File: src/hw/osrl_pkg.sv
// Constants, register map and carrier types of the octal supply reset logic
package osrl_pkg;

	// ************************************************************
	// Clock and timing
	// ************************************************************
	localparam int CLK_PERIOD_PS        = 50000;
	// Nominal comparator-to-output filter time
	localparam int FILTER_TIME_NS       = 125000;
	localparam int FILTER_CYCLES        = (FILTER_TIME_NS * 1000) / CLK_PERIOD_PS;
	// Release delay: 8.5 ms for the 1 nF setting (about 8.5 ms/nF)
	localparam int RELEASE_DELAY_US     = 8500;
	localparam int RELEASE_DELAY_CYCLES = (RELEASE_DELAY_US * 1000) / (CLK_PERIOD_PS / 1000);

	// ************************************************************
	// Widths
	// ************************************************************
	localparam int NUM_CH    = 8;
	localparam int FILT_W    = 12;
	localparam int DELAY_W   = 24;
	localparam int ADDR_W    = 8;
	localparam int DATA_W    = 32;
	localparam int NUM_IRQ   = 3;
	localparam logic [FILT_W-1:0] FILT_LIMIT = FILT_W'(FILTER_CYCLES);
	localparam logic [FILT_W-1:0] FILT_ZERO  = 12'h000;
	localparam logic [DELAY_W-1:0] DELAY_ONE = 24'h00_0001;
	localparam logic [DELAY_W-1:0] DELAY_ZERO = 24'h00_0000;

	// ************************************************************
	// Register map (byte addresses)
	// ************************************************************
	localparam logic [ADDR_W-1:0] ADDR_DELAY_TC = 8'h00;
	localparam logic [ADDR_W-1:0] ADDR_STATUS   = 8'h04;
	localparam logic [ADDR_W-1:0] ADDR_IRQ_STAT = 8'h08;
	localparam logic [ADDR_W-1:0] ADDR_IRQ_MASK = 8'h0C;

	// Status register fields
	localparam int ST_FAULT_LSB  = 0;
	localparam int ST_STATE_LSB  = 8;
	localparam int ST_RST_HI     = 10;
	localparam int ST_LOCKOUT    = 11;
	localparam int ST_QUIET      = 12;
	localparam int ST_POL_LSB    = 13;

	// Interrupt bits: reset asserted, reset released, filtered fault change
	localparam int IRQ_ASSERT  = 0;
	localparam int IRQ_RELEASE = 1;
	localparam int IRQ_FAULT   = 2;
	localparam logic [NUM_IRQ-1:0] IRQ_RESET_VAL = 3'h0;
	localparam logic [DATA_W-1:0]  DATA_ZERO     = 32'h0000_0000;

	// ************************************************************
	// Types
	// ************************************************************
	typedef enum logic [1:0]
	{
		ST_HOLD    = 2'b00,
		ST_TIMING  = 2'b01,
		ST_RELEASE = 2'b11
	} osrl_state_type;

	typedef struct packed
	{
		logic              psel;
		logic              penable;
		logic              pwrite;
		logic [ADDR_W-1:0] paddr;
		logic [DATA_W-1:0] pwdata;
	} osrl_apb_req_type;

	typedef struct packed
	{
		logic              pready;
		logic              pslverr;
		logic [DATA_W-1:0] prdata;
	} osrl_apb_rsp_type;

endpackage : osrl_pkg

File: src/hw/osrl_top.sv
// Reset generation logic of the octal supply supervisor with APB registers
//
// Implementation choices: the register addresses and the APB register port.
`timescale 1ns/1ps
module osrl_top
	import osrl_pkg::*;
#(
	parameter logic [DELAY_W-1:0] RELEASE_TC = DELAY_W'(RELEASE_DELAY_CYCLES)
)
(
	input  wire logic             CLK_SYS,
	input  wire logic             RESET,
	input  wire osrl_apb_req_type APB_REQ,
	output osrl_apb_rsp_type      APB_RSP,
	input  wire logic [7:0]       CMP_BELOW,
	input  wire logic             SEL_HIGH,
	input  wire logic             SEL_LOW,
	input  wire logic             OUTPUT_QUIET_IN,
	input  wire logic             DELAY_TIMER_PIN_TIED,
	input  wire logic             SUPPLY_LOCKOUT,
	output logic                  RST_HI_O,
	output logic                  RST_HI_OE_N,
	output logic                  RST_LO_N_O,
	output logic                  RST_LO_N_OE_N,
	output logic                  IRQ
);

	// ************************************************************
	// Functions
	// ************************************************************
	function automatic logic [FILT_W-1:0] filt_step(input logic [FILT_W-1:0] cnt, input logic raw);
		logic [FILT_W-1:0] res;
		res = cnt;
		if (raw && cnt != FILT_LIMIT)
			res = cnt + 1'b1;
		else if (!raw && cnt != FILT_ZERO)
			res = cnt - 1'b1;
		return res;
	endfunction : filt_step

	// ************************************************************
	// Polarity decode and raw channel faults
	// ************************************************************
	logic [1:0]              pos_78;
	logic [NUM_CH-1:0]       raw_fault;
	logic [NUM_CH-1:0]       flt_q;
	logic [FILT_W-1:0]       filt_q [NUM_CH];
	osrl_state_type          st_q;
	logic [DELAY_W-1:0]      cnt_q;
	logic [DELAY_W-1:0]      delay_tc_q;
	logic                    any_fault;
	logic                    assert_d;
	logic [NUM_IRQ-1:0]      irq_stat_q;
	logic [NUM_IRQ-1:0]      irq_mask_q;
	logic [NUM_IRQ-1:0]      irq_evt;

	always_comb
	begin
		if (SEL_HIGH)
			pos_78 = 2'b11;
		else if (SEL_LOW)
			pos_78 = 2'b00;
		else
			pos_78 = 2'b01;
		raw_fault[5:0] = CMP_BELOW[5:0];
		raw_fault[6] = pos_78[0] ? CMP_BELOW[6] : !CMP_BELOW[6];
		raw_fault[7] = pos_78[1] ? CMP_BELOW[7] : !CMP_BELOW[7];
	end

	// ************************************************************
	// Glitch integrators
	// ************************************************************
	// integrate each decision
	always_ff @(posedge CLK_SYS)
	begin
		for (int i = 0; i < NUM_CH; i++)
		begin
			if (RESET)
				filt_q[i] <= FILT_ZERO;
			else
				filt_q[i] <= filt_step(filt_q[i], raw_fault[i]);
		end
	end

	always_ff @(posedge CLK_SYS)
	begin
		if (RESET)
			flt_q <= '0;
		else
		begin
			for (int i = 0; i < NUM_CH; i++)
			begin
				if (filt_q[i] == FILT_LIMIT)
					flt_q[i] <= 1'b1;
				else if (filt_q[i] == FILT_ZERO)
					flt_q[i] <= 1'b0;
			end
		end
	end

	assign any_fault = |flt_q;

	// ************************************************************
	// Release sequencer
	// ************************************************************
	always_ff @(posedge CLK_SYS)
	begin
		if (RESET)
		begin
			st_q  <= ST_HOLD;
			cnt_q <= DELAY_ZERO;
		end
		else
		begin
			case (st_q)
				ST_HOLD:
				begin
					cnt_q <= DELAY_ZERO;
					if (!any_fault && !SUPPLY_LOCKOUT)
						st_q <= DELAY_TIMER_PIN_TIED ? ST_RELEASE : ST_TIMING;
				end
				ST_TIMING:
				begin
					if (any_fault || SUPPLY_LOCKOUT)
					begin
						st_q  <= ST_HOLD;
						cnt_q <= DELAY_ZERO;
					end
					else if (cnt_q + DELAY_ONE >= delay_tc_q)
						st_q <= ST_RELEASE;
					else
						cnt_q <= cnt_q + DELAY_ONE;
				end
				ST_RELEASE:
				begin
					cnt_q <= DELAY_ZERO;
					if (any_fault || SUPPLY_LOCKOUT)
						st_q <= ST_HOLD;
				end
				default:
				begin
					st_q  <= ST_HOLD;
					cnt_q <= DELAY_ZERO;
				end
			endcase
		end
	end

	// ************************************************************
	// Reset outputs
	// ************************************************************
	// lockout wins; quiet masks channel faults; no delay after lockout when quiet
	assign assert_d = SUPPLY_LOCKOUT || (!OUTPUT_QUIET_IN && st_q != ST_RELEASE);

	// asserted from reset onward; complementary pair
	always_ff @(posedge CLK_SYS)
	begin
		if (RESET)
		begin
			RST_HI_O      <= 1'b1;
			RST_HI_OE_N   <= 1'b1;
			RST_LO_N_O    <= 1'b0;
			RST_LO_N_OE_N <= 1'b0;
		end
		else
		begin
			// Open drain: strong pull-down only, high level from weak pull-up
			RST_HI_O      <= assert_d;
			RST_HI_OE_N   <= assert_d;
			RST_LO_N_O    <= !assert_d;
			RST_LO_N_OE_N <= !assert_d;
		end
	end

	// ************************************************************
	// Interrupts
	// ************************************************************
	logic [NUM_CH-1:0] flt_prev_q;
	logic              fault_chg;

	always_ff @(posedge CLK_SYS)
	begin
		if (RESET)
			flt_prev_q <= '0;
		else
			flt_prev_q <= flt_q;
	end

	assign fault_chg = flt_prev_q != flt_q;

	assign irq_evt[IRQ_ASSERT]  = assert_d && !RST_HI_O;
	assign irq_evt[IRQ_RELEASE] = !assert_d && RST_HI_O;
	assign irq_evt[IRQ_FAULT]   = fault_chg;

	// ************************************************************
	// APB slave
	// ************************************************************
	logic        acc;
	logic        map_hit;
	logic [DATA_W-1:0] rd_mux;

	assign acc = APB_REQ.psel && APB_REQ.penable && !APB_RSP.pready;

	always_comb
	begin
		map_hit = 1'b1;
		rd_mux  = DATA_ZERO;
		case (APB_REQ.paddr)
			ADDR_DELAY_TC: rd_mux[DELAY_W-1:0] = delay_tc_q;
			ADDR_STATUS:
			begin
				rd_mux[ST_FAULT_LSB +: NUM_CH] = flt_q;
				rd_mux[ST_STATE_LSB +: 2]      = st_q;
				rd_mux[ST_RST_HI]              = RST_HI_O;
				rd_mux[ST_LOCKOUT]             = SUPPLY_LOCKOUT;
				rd_mux[ST_QUIET]               = OUTPUT_QUIET_IN;
				rd_mux[ST_POL_LSB +: 2]        = pos_78;
			end
			ADDR_IRQ_STAT: rd_mux[NUM_IRQ-1:0] = irq_stat_q;
			ADDR_IRQ_MASK: rd_mux[NUM_IRQ-1:0] = irq_mask_q;
			default:       map_hit = 1'b0;
		endcase
	end

	// One wait state: answer in the second access cycle
	always_ff @(posedge CLK_SYS)
	begin
		if (RESET)
			APB_RSP <= '0;
		else
		begin
			APB_RSP.pready  <= acc;
			APB_RSP.pslverr <= acc && !map_hit;
			APB_RSP.prdata  <= (acc && !APB_REQ.pwrite) ? rd_mux : DATA_ZERO;
		end
	end

	logic wr_take;
	assign wr_take = APB_REQ.psel && APB_REQ.penable && APB_RSP.pready && APB_REQ.pwrite;

	always_ff @(posedge CLK_SYS)
	begin
		if (RESET)
			delay_tc_q <= RELEASE_TC;
		else if (wr_take && APB_REQ.paddr == ADDR_DELAY_TC)
			delay_tc_q <= APB_REQ.pwdata[DELAY_W-1:0];
	end

	always_ff @(posedge CLK_SYS)
	begin
		if (RESET)
			irq_mask_q <= IRQ_RESET_VAL;
		else if (wr_take && APB_REQ.paddr == ADDR_IRQ_MASK)
			irq_mask_q <= APB_REQ.pwdata[NUM_IRQ-1:0];
	end

	// Set wins over a same-cycle write-one clear
	always_ff @(posedge CLK_SYS)
	begin
		if (RESET)
			irq_stat_q <= IRQ_RESET_VAL;
		else if (wr_take && APB_REQ.paddr == ADDR_IRQ_STAT)
			irq_stat_q <= (irq_stat_q & ~APB_REQ.pwdata[NUM_IRQ-1:0]) | irq_evt;
		else
			irq_stat_q <= irq_stat_q | irq_evt;
	end

	always_ff @(posedge CLK_SYS)
	begin
		if (RESET)
			IRQ <= 1'b0;
		else
			IRQ <= |(irq_stat_q & irq_mask_q);
	end
endmodule : osrl_top

File: config.mk
export PLATFORM = sky130hd
export DESIGN_NAME = osrl_top
export DESIGN_NICKNAME = d
export VERILOG_FILES = /design/src/hw/osrl_pkg.sv /design/src/hw/osrl_top.sv
export SDC_FILE = /design/constraint.sdc
export NUM_CORES = 1
export LEC_CHECK = 0
export ABC_AREA = 1
export BUFFER_PORTS_ARGS = -buffer_cell sky130_fd_sc_hd__clkbuf_2
export CORE_MARGIN = 8
export CORE_UTILIZATION = 40
export DETAILED_ROUTE_END_ITERATION = 12
export SKIP_LAST_GASP = 1
export SYNTH_ARGS = -nofsm -noshare
export SYNTH_HDL_FRONTEND = slang
export SYNTH_SLANG_ARGS = --single-unit
File: constraint.sdc
create_clock -name CLK_SYS -period 2.75 [get_ports CLK_SYS]
set_clock_uncertainty 0.05 [all_clocks]
set_input_delay 0.1375 -clock CLK_SYS [delete_from_list [all_inputs] [get_ports CLK_SYS]]
set_output_delay 0.1375 -clock CLK_SYS [all_outputs]
set_load 0.05 [all_outputs]
==> impl_metrics.yaml <==
layout:
  fin_cells: 2361
  layout-drive-gt1-share: 0.152
  relative_area_change_from_synthesis_to_final_layout_pct: 18.9
  layout_cell_area_excl_fill_um2: 14900
  fin_nets: 2122
  final_common_cell: "sky130_fd_sc_hd__nand2_1"
  layout.cells.most_common_list: "sky130_fd_sc_hd__nand2_1 (383), sky130_fd_sc_hd__inv_1 (195), sky130_fd_sc_hd__nor2_1 (184)"
synth:
  yosys.cell_types.count: 48
  synth-seq-cells: 197
  ys_async_sr_fraction: 0
  seq_area_frac_synth: 0.315
  synth-edff-count: 0
  synth_warn: 0
  synthFlopType: "sky130_fd_sc_hd__dfxtp_1"
  netlist_area_um2: 12500
  synth_top_area_frac: 0.315
  synth_area_leaders: "sky130_fd_sc_hd__dfxtp_1 (31%), sky130_fd_sc_hd__nand2_1 (12%), sky130_fd_sc_hd__ha_1 (10%)"
  postSynthAreaPerCell_um2: 6.99
  synth_top_cell_by_area: "sky130_fd_sc_hd__dfxtp_1"
  synth_cells: 1791
timing:
  final.min_clock_period_ps: 2640
  timing.final.crit_share: 0.960
  max-slew-margin-rel: 0.655
  final.setup.tns_ps: 0
  slew_violations: 0
  fmax_ghz: 0.379
  setup_violations: 0
  rsz0062_at_grt: "yes"
  finalHoldViolations: 0
  worstMarginPinSlew_ps: 512
clock_network:
  clkTransAtPathRegs_ps: 80
  deepest_clock_path_buffer_count: 2
  worst_skew_pair.late_latency_ps: 450
  cts-buffers-inserted: 17
  clock_sinks: 197
  ctsHtreeMaxLevel: 4
  ctsRootBufferMaster: "sky130_fd_sc_hd__clkbuf_16"
  tritoncts_clock_tree: "yes"
route:
  detail-route-antenna-nets: 0
  routed-via-count: 11900
  drc: 0
  via_per_inst: 5.03
  wirelength_mm: 33.1
  routedWlPerCell_um: 14.0
  drt_iter0_drc: 621
  first_pass_iters: 5
grt:
  grt_max_degree: 33
  grt_overflow_total: 0
  grt_pass1_wl_mm: 54.2
  grt_pass1_vias: 11500
  grt_antenna_before_repair: 1
  grt_use_total: 0.179
placement:
  finalWeightedCongestion: 0.919
  port_buffers: 80
  placedInstanceArea_um2: 13500
  number_of_cells_in_the_design_after_placement: 2279
  hpwl_mm: 25.1
floorplan:
  dieArea_um2: 37200
  io_pins: 97
  die_h_um: 193
  start_util: 0.407
  die_x_um: 193
  fp.coreArea_um2: 30700
  rows: 64
worst_setup_path:
  startpoint_type: "flop"
  worst_ep_required_time_ps: 3080
  criticalPathCategory: "flop to flop"
  critPathArrivalTime_ps: 2970
  worst-path-max-fanout: 8
  critical_path.endpoint_type: "flop"
min_path:
  min_path_type: "primary input to flop"
power_and_ir_drop:
  peakVddDrop_uv: 379
  power.leakage_nw: 6.98
  power.total_mw: 9.27
  power.density_cell_area_nw_per_um2: 622
job:
  maxCapViolCount: 0
run_status:
  run_status: "complete, no violations"
-- layer usage --
layer,global-route usage,wire length (um),vias up
met3,0.0270,1220,48
met5,0,12,-
met2,0.302,15500,209
li1,-,-,6218
met1,0.232,15700,5409
met4,0.0595,660,2
-- flip-flops by register name, indices dropped and copies added (netlist names) --
name           count
filt_q            96
st_q               2
flt_q              8
RST_LO_N_OE_N      1
APB_RSP           26
cnt_q             24
irq_stat_q         3
irq_mask_q         3
delay_tc_q        24
IRQ                1
RST_HI_OE_N        1
flt_prev_q         8
-- worst max-delay path, stage by stage, from the launching register on --
cell and delay [ps]:
sky130_fd_sc_hd__dfxtp_4 380, sky130_fd_sc_hd__nand2_2 90, sky130_fd_sc_hd__nor2_4 150, sky130_fd_sc_hd__nand2_2 90, sky130_fd_sc_hd__nor2_4 100, sky130_fd_sc_hd__nand2_2 70, sky130_fd_sc_hd__o21ai_1 120, sky130_fd_sc_hd__nand2_1 120
sky130_fd_sc_hd__ha_4 290, sky130_fd_sc_hd__nand2_2 90, sky130_fd_sc_hd__nor2_2 130, sky130_fd_sc_hd__nand3_2 100, sky130_fd_sc_hd__nor3_4 200, sky130_fd_sc_hd__nand2_4 130, sky130_fd_sc_hd__buf_12 170, sky130_fd_sc_hd__nand2_8 100
sky130_fd_sc_hd__nand2_1 60, sky130_fd_sc_hd__a21oi_1 120
-- stage by stage --
stage,setup WS [ps],hold WS [ps],util
2_1_floorplan,151,218,-
3_3_place_gp,58.1,320,0.440
3_5_place_dp,24.8,322,0.440
4_1_cts,30.0,6.51,0.467
5_1_grt,-79.7,14.0,0.484
6_report,110,8.17,0.484
-- worst paths after layout --
| path | start | endpoint | slack (ps) | depth (start not counted) |
|---|---|---|---|---|
| hold / removal | APB_REQ[41] | APB_RSP[33] | 8 | 3 |
| hold reg to reg | delay_tc_q[19] | APB_RSP[19] | 430 | 2 |
| setup / recovery | cnt_q[8] | cnt_q[3] | 110 | 17 |
| setup reg to reg | cnt_q[8] | cnt_q[3] | 110 | 17 |
-- kinds of logic after synthesis --
| group | count (synthesis) | synth area share |
|---|---|---|
| XOR/XNOR | 75 | 0.0537 |
| AO/OA/AOI/OAI | 293 | 0.130 |
| flip-flops | 197 | 0.315 |
| buffers and inverters | 245 | 0.0825 |
| adder cells (fa/ha/maj) | 113 | 0.118 |
| other | 1 | 0.000299 |
| AND/OR/NAND/NOR | 867 | 0.301 |
-- where the power goes --
part / leakage, nW / internal, mW / switching [mW]
clock: 0.271 / 1.19 / 1.21
combinational: 5.09 / 1.38 / 2.04
sequential: 1.63 / 3.19 / 0.264
total: 6.98 / 5.75 / 3.52
-- final cells by class --
cell class	count	area, um^2
Clock inverter	14	118
Timing Repair Buffer	171	1210
Sequential cell	197	3990
Inverter	204	768
Multi-Input combinational cell	1360	7880
Fill cell	3051	15900
Antenna cell	1	2.50
Tap cell	396	495
Clock buffer	18	429
-- Yosys cell counts (16+ instances only) --
master / number
sky130_fd_sc_hd__xnor2_1: 46
sky130_fd_sc_hd__nand2_1: 402
sky130_fd_sc_hd__nor3_1: 22
sky130_fd_sc_hd__nor2_1: 198
sky130_fd_sc_hd__nand4_1: 24
sky130_fd_sc_hd__dfxtp_1: 197
sky130_fd_sc_hd__a21oi_1: 160
sky130_fd_sc_hd__ha_1: 105
sky130_fd_sc_hd__a31oi_1: 16
sky130_fd_sc_hd__nand3_1: 169
sky130_fd_sc_hd__inv_1: 195
sky130_fd_sc_hd__o21ai_0: 57
sky130_fd_sc_hd__xor2_1: 27
-- timing repair --
action                                  in CTS  in global routing
resized for setup                            3                 99
setup buffers                                0                 20
endpoints found under the setup margin       2                 40
endpoints found under the hold margin       32                  0
pin swaps                                    0                 30
hold buffers                                25                  0
cloned                                       0                  4
Power figures use the tool's default switching activity.
